### config.mk
export PLATFORM = sky130hd
export DESIGN_NAME = slb_config_bank
export DESIGN_NICKNAME = d
export VERILOG_FILES = /design/src/hdl/slb_pkg.sv /design/src/hdl/slb_timer.sv /design/src/hdl/slb_config_bank.sv
export SDC_FILE = /design/constraint.sdc
export NUM_CORES = 1
export LEC_CHECK = 0
export ABC_CLOCK_PERIOD_IN_PS = 4550
export BUFFER_PORTS_ARGS = -buffer_cell sky130_fd_sc_hd__buf_4
export CORE_MARGIN = 5
export CORE_UTILIZATION = 55
export CTS_CLUSTER_DIAMETER = 40
export DETAILED_ROUTE_END_ITERATION = 10
export PLACE_DENSITY = 0.74
export SLEW_MARGIN = 20
export SYNTH_ARGS = -nofsm -noshare
export SYNTH_HDL_FRONTEND = slang
export SYNTH_SLANG_ARGS = --single-unit
### constraint.sdc
create_clock -name CLK_SYS -period 4.55 [get_ports CLK_SYS]
set_input_delay 0.91 -clock CLK_SYS [delete_from_list [all_inputs] [get_ports CLK_SYS]]
set_output_delay 0.91 -clock CLK_SYS [all_outputs]
set_load 0.03 [all_outputs]
### src/hdl/slb_pkg.sv
// How it works
// - reset, host reset, mode change reload defaults
// - only host buffer writes change settings, except the device zeroing clear
// - CR/LF end code raises read request
// - word unit default, one selects bytes
// - unit also governs on-demand send length
// - send area defaults low 128 words
// - receive area defaults next 128 words
// - fixed length 127 units raises request
// - carrier check on, one disables it
// - clear request discards received data
// - full duplex default, half via registers
// - DTR/DSR default, DC codes via registers
// - device writes zero after clear
// - clear during send aborts, flags done
package slb_pkg;

  // ---------------------------------------------------------------
  // geometry
  // ---------------------------------------------------------------
  localparam int          ADDR_W = 12;
  localparam int          DATA_W = 16;
  localparam int          IDX_W  = 5;
  localparam logic [11:0] WIN_LO = 12'h100;
  localparam logic [11:0] WIN_HI = 12'h11f;

  // ---------------------------------------------------------------
  // register offsets
  // ---------------------------------------------------------------
  localparam logic [11:0] OFF_RX_END_CODE   = 12'h100;
  localparam logic [11:0] OFF_LEN_UNIT      = 12'h103;
  localparam logic [11:0] OFF_TX_BASE       = 12'h104;
  localparam logic [11:0] OFF_TX_SIZE       = 12'h105;
  localparam logic [11:0] OFF_RX_BASE       = 12'h106;
  localparam logic [11:0] OFF_RX_SIZE       = 12'h107;
  localparam logic [11:0] OFF_RX_END_LEN    = 12'h108;
  localparam logic [11:0] OFF_CARRIER_CHECK = 12'h10b;
  localparam logic [11:0] OFF_RX_CLEAR      = 12'h10d;
  localparam logic [11:0] OFF_DUPLEX        = 12'h10f;
  localparam logic [11:0] OFF_SEND_PRIO     = 12'h110;
  localparam logic [11:0] OFF_RESUME        = 12'h111;
  localparam logic [11:0] OFF_FLOW_SEL      = 12'h11a;
  localparam logic [11:0] OFF_DC13          = 12'h11b;
  localparam logic [11:0] OFF_DC24          = 12'h11c;

  // ---------------------------------------------------------------
  // reset values and codes
  // ---------------------------------------------------------------
  localparam logic [15:0] DEF_ZERO        = 16'h0000;
  localparam logic [15:0] DEF_RX_END_CODE = 16'h0d0a;
  localparam logic [15:0] DEF_TX_BASE     = 16'h0000;
  localparam logic [15:0] DEF_TX_SIZE     = 16'h0080;
  localparam logic [15:0] DEF_RX_BASE     = 16'h0080;
  localparam logic [15:0] DEF_RX_SIZE     = 16'h0080;
  localparam logic [15:0] DEF_RX_END_LEN  = 16'h007f;
  localparam logic [15:0] VAL_ONE         = 16'h0001;
  localparam logic [7:0]  CHAR_NONE       = 8'h00;

  // ---------------------------------------------------------------
  // timing
  // ---------------------------------------------------------------
  localparam int CLK_HZ      = 10_000_000;
  localparam int LF_WAIT_MS  = 60;
  localparam int LF_WAIT_CYC = (CLK_HZ / 1000) * LF_WAIT_MS;

  typedef enum logic {CLR_IDLE, CLR_RUN} slb_clr_state_t;

  function automatic logic [15:0] slb_default(input logic [11:0] a);
    unique case (a)
      OFF_RX_END_CODE: slb_default = DEF_RX_END_CODE;
      OFF_TX_BASE:     slb_default = DEF_TX_BASE;
      OFF_TX_SIZE:     slb_default = DEF_TX_SIZE;
      OFF_RX_BASE:     slb_default = DEF_RX_BASE;
      OFF_RX_SIZE:     slb_default = DEF_RX_SIZE;
      OFF_RX_END_LEN:  slb_default = DEF_RX_END_LEN;
      default:         slb_default = DEF_ZERO;
    endcase
  endfunction : slb_default

endpackage : slb_pkg

### src/hdl/slb_timer.sv
`timescale 1ns/1ps
// one-shot down counter; expired pulses once when the count runs out
module slb_timer #(
  parameter int CYCLES = 600000,
  parameter int CNT_W  = 20
) (
  input  wire logic clk,
  input  wire logic rst,
  input  wire logic start,
  input  wire logic stop,
  output logic      running,
  output logic      expired
);

  localparam logic [CNT_W-1:0] LOAD = CNT_W'(CYCLES - 1);
  localparam logic [CNT_W-1:0] ZERO = '0;

  logic [CNT_W-1:0] cnt;

  always_ff @(posedge clk) begin
    if (rst || stop) begin
      cnt     <= ZERO;
      running <= 1'b0;
      expired <= 1'b0;
    end else if (start) begin
      cnt     <= LOAD;
      running <= 1'b1;
      expired <= 1'b0;
    end else if (running) begin
      expired <= (cnt == ZERO);
      running <= (cnt != ZERO);
      cnt     <= cnt - CNT_W'(1);
    end else begin
      expired <= 1'b0;
    end
  end

endmodule : slb_timer

### src/hdl/slb_config_bank.sv
`timescale 1ns/1ps
module slb_config_bank #(
  parameter int LF_WAIT_CYC = slb_pkg::LF_WAIT_CYC
) (
  input  wire logic        CLK_SYS,
  input  wire logic        RST,
  input  wire logic        HOST_RESET,
  input  wire logic        MODE_CHANGE,
  input  wire logic        BUFFER_WRITE_INSTRUCTION,
  input  wire logic        HOST_RD,
  input  wire logic [11:0] HOST_ADDR,
  input  wire logic [15:0] HOST_WDATA,
  input  wire logic        OTHER_WR,
  input  wire logic [11:0] OTHER_ADDR,
  input  wire logic        CFG_DONE,
  input  wire logic        RX_BYTE_VALID,
  input  wire logic [7:0]  RX_BYTE,
  input  wire logic        RX_READ_DONE,
  input  wire logic        SEND_REQ,
  input  wire logic        TX_BUSY,
  input  wire logic        TX_DONE,
  output logic [15:0]      HOST_RDATA,
  output logic             HOST_RVALID,
  output logic             OTHER_WR_REJECT,
  output logic             MODULE_READY_SIGNAL,
  output logic             RX_READ_REQ,
  output logic             RX_DISCARD,
  output logic             TX_ABORT,
  output logic             SEND_DONE_FLAG,
  output logic             BYTE_UNIT,
  output logic [15:0]      TX_AREA_BASE,
  output logic [15:0]      TX_AREA_SIZE,
  output logic [15:0]      RX_AREA_BASE,
  output logic [15:0]      RX_AREA_SIZE,
  output logic             CARRIER_CHECK_EN,
  output logic [15:0]      DUPLEX_MODE,
  output logic [15:0]      SIMUL_SEND_PRIORITY,
  output logic [15:0]      RESUME_SEND_METHOD,
  output logic [15:0]      FLOW_CONTROL_SELECT,
  output logic [15:0]      DC13_CODES,
  output logic [15:0]      DC24_CODES
);

  localparam int WORDS = int'(slb_pkg::WIN_HI - slb_pkg::WIN_LO) + 1;

  // ---------------------------------------------------------------
  // reset event synchronisers
  // ---------------------------------------------------------------
  logic [1:0] hrst_sync;
  logic [1:0] mode_sync;
  logic       reload;

  always_ff @(posedge CLK_SYS) begin
    if (RST) begin
      hrst_sync <= 2'h0;
      mode_sync <= 2'h0;
    end else begin
      hrst_sync <= {hrst_sync[0], HOST_RESET};
      mode_sync <= {mode_sync[0], MODE_CHANGE};
    end
  end

  // settings are not retained across any of these events
  assign reload = RST || hrst_sync[1] || mode_sync[1];

  // ---------------------------------------------------------------
  // settings window storage
  // ---------------------------------------------------------------
  logic [15:0]              cfg [WORDS];
  logic                     host_in_win;
  logic [slb_pkg::IDX_W-1:0] host_idx;
  logic                     clear_done;

  assign host_in_win = (HOST_ADDR >= slb_pkg::WIN_LO) &&
                       (HOST_ADDR <= slb_pkg::WIN_HI);
  assign host_idx    = slb_pkg::IDX_W'(HOST_ADDR - slb_pkg::WIN_LO);

  function automatic logic [slb_pkg::IDX_W-1:0] ix(input logic [11:0] a);
    ix = slb_pkg::IDX_W'(a - slb_pkg::WIN_LO);
  endfunction : ix

  always_ff @(posedge CLK_SYS) begin
    if (reload) begin
      for (int i = 0; i < WORDS; i++) begin
        cfg[i] <= slb_pkg::slb_default(12'(slb_pkg::WIN_LO + 12'(i)));
      end
    end else begin
      if (clear_done) begin
        cfg[ix(slb_pkg::OFF_RX_CLEAR)] <= slb_pkg::DEF_ZERO;
      end
      // host write after the ack so a fresh request is never lost
      if (BUFFER_WRITE_INSTRUCTION && host_in_win) begin
        cfg[host_idx] <= HOST_WDATA;
      end
    end
  end

  // any other path into the window is dropped and reported
  always_ff @(posedge CLK_SYS) begin
    if (reload) begin
      OTHER_WR_REJECT <= 1'b0;
    end else begin
      OTHER_WR_REJECT <= OTHER_WR && (OTHER_ADDR >= slb_pkg::WIN_LO) &&
                         (OTHER_ADDR <= slb_pkg::WIN_HI);
    end
  end

  // ---------------------------------------------------------------
  // host read port
  // ---------------------------------------------------------------
  always_ff @(posedge CLK_SYS) begin
    if (reload) begin
      HOST_RDATA  <= slb_pkg::DEF_ZERO;
      HOST_RVALID <= 1'b0;
    end else begin
      HOST_RVALID <= HOST_RD;
      if (HOST_RD) begin
        HOST_RDATA <= host_in_win ? cfg[host_idx] : slb_pkg::DEF_ZERO;
      end
    end
  end

  // ---------------------------------------------------------------
  // start-up latch
  // ---------------------------------------------------------------
  logic ready_rise;

  assign ready_rise = CFG_DONE && !MODULE_READY_SIGNAL;

  always_ff @(posedge CLK_SYS) begin
    if (reload) begin
      MODULE_READY_SIGNAL <= 1'b0;
    end else if (CFG_DONE) begin
      MODULE_READY_SIGNAL <= 1'b1;
    end
  end

  // later writes to these latched settings still read back but no longer steer the link
  always_ff @(posedge CLK_SYS) begin
    if (reload) begin
      BYTE_UNIT           <= 1'b0;
      TX_AREA_BASE        <= slb_pkg::DEF_TX_BASE;
      TX_AREA_SIZE        <= slb_pkg::DEF_TX_SIZE;
      RX_AREA_BASE        <= slb_pkg::DEF_RX_BASE;
      RX_AREA_SIZE        <= slb_pkg::DEF_RX_SIZE;
      CARRIER_CHECK_EN    <= 1'b1;
      DUPLEX_MODE         <= slb_pkg::DEF_ZERO;
      SIMUL_SEND_PRIORITY <= slb_pkg::DEF_ZERO;
      RESUME_SEND_METHOD  <= slb_pkg::DEF_ZERO;
      FLOW_CONTROL_SELECT <= slb_pkg::DEF_ZERO;
      DC13_CODES          <= slb_pkg::DEF_ZERO;
      DC24_CODES          <= slb_pkg::DEF_ZERO;
    end else if (ready_rise) begin
      // unit also sizes on-demand sends downstream
      BYTE_UNIT <= cfg[ix(slb_pkg::OFF_LEN_UNIT)] ==
                   slb_pkg::VAL_ONE;
      TX_AREA_BASE        <= cfg[ix(slb_pkg::OFF_TX_BASE)];
      TX_AREA_SIZE        <= cfg[ix(slb_pkg::OFF_TX_SIZE)];
      RX_AREA_BASE        <= cfg[ix(slb_pkg::OFF_RX_BASE)];
      RX_AREA_SIZE        <= cfg[ix(slb_pkg::OFF_RX_SIZE)];
      CARRIER_CHECK_EN    <= cfg[ix(slb_pkg::OFF_CARRIER_CHECK)] !=
                             slb_pkg::VAL_ONE;
      DUPLEX_MODE         <= cfg[ix(slb_pkg::OFF_DUPLEX)];
      SIMUL_SEND_PRIORITY <= cfg[ix(slb_pkg::OFF_SEND_PRIO)];
      RESUME_SEND_METHOD  <= cfg[ix(slb_pkg::OFF_RESUME)];
      FLOW_CONTROL_SELECT <= cfg[ix(slb_pkg::OFF_FLOW_SEL)];
      DC13_CODES          <= cfg[ix(slb_pkg::OFF_DC13)];
      DC24_CODES          <= cfg[ix(slb_pkg::OFF_DC24)];
    end
  end

  // ---------------------------------------------------------------
  // receive clear sequence
  // ---------------------------------------------------------------
  slb_pkg::slb_clr_state_t clr_state;

  always_ff @(posedge CLK_SYS) begin
    if (reload) begin
      clr_state <= slb_pkg::CLR_IDLE;
    end else begin
      unique case (clr_state)
        slb_pkg::CLR_IDLE: begin
          if (cfg[ix(slb_pkg::OFF_RX_CLEAR)] == slb_pkg::VAL_ONE) begin
            clr_state <= slb_pkg::CLR_RUN;
          end
        end
        slb_pkg::CLR_RUN: begin
          clr_state <= slb_pkg::CLR_IDLE;
        end
      endcase
    end
  end

  assign clear_done = (clr_state == slb_pkg::CLR_RUN);

  always_ff @(posedge CLK_SYS) begin
    if (reload) begin
      RX_DISCARD <= 1'b0;
      TX_ABORT   <= 1'b0;
    end else begin
      RX_DISCARD <= clear_done;
      TX_ABORT   <= clear_done && TX_BUSY;
    end
  end

  // set wins over the host dropping its send request
  always_ff @(posedge CLK_SYS) begin
    if (reload) begin
      SEND_DONE_FLAG <= 1'b0;
    end else if (TX_DONE || (clear_done && TX_BUSY)) begin
      SEND_DONE_FLAG <= 1'b1;
    end else if (!SEND_REQ) begin
      SEND_DONE_FLAG <= 1'b0;
    end
  end

  // ---------------------------------------------------------------
  // receive completion detection
  // ---------------------------------------------------------------
  logic [15:0] end_code;
  logic [15:0] end_len;
  logic        two_char;
  logic        got_first;
  logic        got_second;
  logic        lf_running;
  logic        lf_expired;
  logic        code_hit;
  logic        len_hit;
  logic [15:0] rx_count;
  logic        rx_half;
  logic        unit_tick;

  // completion code and length stay live: changeable mid-stream
  assign end_code   = cfg[ix(slb_pkg::OFF_RX_END_CODE)];
  assign end_len    = cfg[ix(slb_pkg::OFF_RX_END_LEN)];
  assign two_char   = end_code[15:8] != slb_pkg::CHAR_NONE;
  assign got_first  = RX_BYTE_VALID && two_char &&
                      (RX_BYTE == end_code[15:8]);
  assign got_second = RX_BYTE_VALID && (RX_BYTE == end_code[7:0]);

  slb_timer #(
    .CYCLES (LF_WAIT_CYC),
    .CNT_W  (32)
  ) u_lf_wait (
    .clk     (CLK_SYS),
    .rst     (reload),
    .start   (got_first),
    .stop    (got_second || clear_done),
    .running (lf_running),
    .expired (lf_expired)
  );

  // second char alone, first then second, or first timing out
  assign code_hit = got_second || lf_expired;
  assign unit_tick = RX_BYTE_VALID && (BYTE_UNIT || rx_half);
  assign len_hit   = unit_tick &&
                     (16'(rx_count + 16'h0001) >= end_len);

  always_ff @(posedge CLK_SYS) begin
    if (reload || clear_done) begin
      rx_count <= slb_pkg::DEF_ZERO;
      rx_half  <= 1'b0;
    end else if (code_hit || len_hit) begin
      rx_count <= slb_pkg::DEF_ZERO;
      rx_half  <= 1'b0;
    end else if (RX_BYTE_VALID) begin
      rx_half <= BYTE_UNIT ? 1'b0 : !rx_half;
      if (unit_tick) begin
        rx_count <= 16'(rx_count + 16'h0001);
      end
    end
  end

  // discard beats everything; new completion beats read-done
  always_ff @(posedge CLK_SYS) begin
    if (reload || clear_done) begin
      RX_READ_REQ <= 1'b0;
    end else if (code_hit || len_hit) begin
      RX_READ_REQ <= 1'b1;
    end else if (RX_READ_DONE) begin
      RX_READ_REQ <= 1'b0;
    end
  end

endmodule : slb_config_bank

==> flow_metrics.env <==
export IMPL_cts_tree="yes"
export IMPL_clk_path_buf_depth=3
export IMPL_finalWirelength_um=96800
export IMPL_postCtsSetupRepairBufs=0
export IMPL_grt_pass1_wl_um=143000
export IMPL_antenna_found_initial=4
export IMPL_hpwl_um=65300
export IMPL_power_mw=16.9
export IMPL_htreeDepth=3
export IMPL_nNetsFinal=3117
export IMPL_drc=0
export IMPL_cp_slowest_cell="nor4_1"
export IMPL_crit_top_cell="nand4_1"
export IMPL_ir_worst_vdd_mv=0.285
export IMPL_die_y_um=255
export IMPL_final_max_slew_viol_count=0
export IMPL_powerDensity_nw_per_um2=431
export IMPL_overflow=0
export IMPL_rsz0062_at_grt="false"
export IMPL_fin_crit_sh=0.752
export IMPL_start_kind="flip-flop"
export IMPL_insertion_delay_ps=660
export IMPL_die_area_sq_um=65100
export IMPL_drtIter0Drc=2803
export IMPL_drive_above_1_share=0.181
export IMPL_ctsResizeCount=0
export IMPL_syn_avg_cell_area_sq_um=11.7
export IMPL_cts_buffers_inserted=101
export IMPL_worstRegToRegCells=11
export IMPL_hp_class="flip-flop to flip-flop"
export IMPL_synth_edf_count=512
export IMPL_port_buffer_count=240
export IMPL_ios=246
export IMPL_ys_seq_area_frac=0.611
export IMPL_crit_fanout=17
export IMPL_synth_seq_cells=753
export IMPL_status="finished, final reports clean"
export IMPL_crit_chain="nand4_1 -> nor4_1 -> nand3_1 -> xnor2_1 -> ha_1 -> nand4_1 -> a211o_1 -> o32a_1 -> a31oi_1 -> buf_4 -> nor3_1"
export IMPL_rows=89
export IMPL_core_area_sq_um=59200
export IMPL_syn_to_final_growth_pct=18.8
export IMPL_clock_skew_ps=31.0
export IMPL_min_delay_path_depth=1
export IMPL_worst_path_buf_inv=1
export IMPL_via_per_inst=5.98
export IMPL_cts_hold_buf=0
export IMPL_setup_viol=0
export IMPL_grt_max_degree=101
export IMPL_path_class="flip-flop to flip-flop"
export IMPL_maxCapViolations=0
export IMPL_cts_sinks=753
export IMPL_startpoint="rx_count[6]$_SDFFE_PP0P_"
export IMPL_finalCriticalPeriod_ps=3420
export IMPL_cp_num_cells=11
export IMPL_grt_pass1_vias=22700
export IMPL_synthCells=2835
export IMPL_synth_nets=2914
export IMPL_start_util=0.558
export IMPL_p_leak_nw=15.7
export IMPL_tns_ps=0
export IMPL_cts_root_buf="clkbuf_16"
export IMPL_reg_top3="cfg x512, u_lf_wait.cnt x32"
export IMPL_max_slew_margin=0.271
export IMPL_clk_pin_slew_ps=60
export IMPL_required_ps=5040
export IMPL_rr_startpoint="rx_count[6]$_SDFFE_PP0P_"
export IMPL_critPathTopFamily="simple AND/OR/NAND/NOR gates"
export IMPL_slowest_delay_ps=680
export IMPL_synth_yosys_warnings=0
export IMPL_synth_area_sq_um=33000
export IMPL_grt_usage=0.293
export IMPL_dr_pass1_iters=5
export IMPL_gp_congestion=0.995
export IMPL_finalHoldViolations=0
export IMPL_arrival_ps=3920
export IMPL_cp_end_kind="flip-flop"
export IMPL_fmax_mhz=292
export IMPL_vias=23300
export IMPL_largest_register="cfg"
export IMPL_largest_reg_flops=512
export IMPL_fp_dieW_um=255
export IMPL_synth_ff_type="edfxtp_1"
export IMPL_worst_pin_slew_ps=1080
export IMPL_min_delay_start="mode_sync[0]$_SDFF_PP0_"
export IMPL_ys_types=55
export IMPL_ant_nets=0
export IMPL_post_drt_wl_per_cell_um=24.8
export IMPL_async_flop_share=0
export IMPL_fillerInstances=4402
## worst reg2reg max path: cells and delay by family, from the launching register on
family | cells | cell delay [ps]
buffers and inverters | 1 | 260
XOR/XNOR | 1 | 160
flip-flops | 1 | 490
AND/OR/NAND/NOR | 5 | 1340
AO/OA/AOI/OAI | 3 | 730
adder cells (fa/ha/maj) | 1 | 290
## stage by stage
stage | cell area [sq um] | worst slack (ps) | hold slack (ps) | util | instances
floorplan | 33000 | 846 | 414 | - | 2835
global placement | 35700 | 967 | 437 | 0.603 | 3708
detailed placement | 35700 | 934 | 429 | 0.603 | 3708
CTS | 39300 | 1140 | 441 | 0.663 | 3899
global route | 39300 | 865 | 448 | 0.663 | 3899
finish | 39300 | 1130 | 441 | 0.663 | 3900
## power by group
group | internal (mW) | switching [mW] | total, mW
combinational | 0.325 | 0.797 | 1.12
sequential | 7.53 | 0.112 | 7.64
clock | 5.05 | 3.11 | 8.16
## cell usage after synthesis, types with 2 or more instances
cell       count  area (sq um)
clkbuf_1     194           728
and4_1         4          35.0
or3_1         22           138
inv_1         23          86.3
nand2b_1       7          43.8
nor2b_1       17           106
edfxtp_1     512         15400
xor2_1        33           289
nand4_1       30           188
a31oi_1        3          18.8
nor4b_1        8          70.1
ha_1          18           225
nor4bb_1       6          60.1
mux2i_1      179          1790
o21ai_0       33           165
nand3b_1       4          30.0
nor3_1        41           205
o21a_1         2          15.0
a21o_1        16           120
xnor2_1       40           350
nor4_1        37           231
mux4_2        31           698
a211oi_1       6          45.0
a2111oi_0      5          43.8
and2_1       500          3130
dfxtp_1      241          4820
mux2_2        16           180
or2_2          2          12.5
and3_1         4          25.0
a21oi_1      180           901
nor2_1        82           308
nand3_1       21           105
buf_2         28           140
and4b_1        4          40.0
or4_1          3          22.5
nand4_2        2          25.0
o22ai_1        5          31.3
or3_2          2          15.0
a22oi_1       97           728
or4_4          2          22.5
nand2_1      358          1340
buf_1          4          15.0
## final timing paths
| check | slack (ps) | endpoint |
|---|---|---|
| min reg2reg | 440 | mode_sync[1]$_SDFF_PP0_ |
| min | 440 | mode_sync[1]$_SDFF_PP0_ |
| max reg2reg | 1130 | rx_count[4]$_SDFFE_PP0P_ |
| max | 1130 | rx_count[4]$_SDFFE_PP0P_ |
## cell usage in the layout, fill, tap and decap left out, types with 40 or more instances in the layout
cell       synthesis  final
mux2i_1          179    179
nor2_1            82     82
dfxtp_1          241    241
edfxtp_1         512    512
nor3_1            41     40
a22oi_1           97     97
a21oi_1          180    180
nand2_1          358    358
xnor2_1           40     40
clkbuf_16          0    106
buf_4              0    322
and2_1           500    500
## kinds of logic after synthesis
kind of cell	after synthesis	share of synthesized area
DFF	753	0.611
xor gates and xnor gates	73	0.0194
AOI/OAI and AO/OA	356	0.0648
buffers and inverters	249	0.0293
and+or+nand+nor	1160	0.188
adders and majority gates	18	0.00682
muxes	226	0.0808
## final cells by class
class | count | area (sq um) | share of cell area
multi-input cells | 1833 | 12000 | 0.305
clock buffers | 123 | 2750 | 0.0699
inverters | 23 | 86.3 | 0.00220
clock inverters | 68 | 787 | 0.0200
flip-flops and latches | 753 | 20200 | 0.514
well taps | 773 | 967 | 0.0246
repair buffers | 326 | 2490 | 0.0635
diodes | 1 | 2.50 | 0.0000637
## per-layer routing
layer,global-route usage,up-vias,share of wire
met1,0.385,11300,0.37
met5,0,-,0
met3,0.0652,262,0.11
met2,0.477,1242,0.48
met4,0.124,0,0.046
li1,-,10500,-
(Power assumes the default switching activity.)
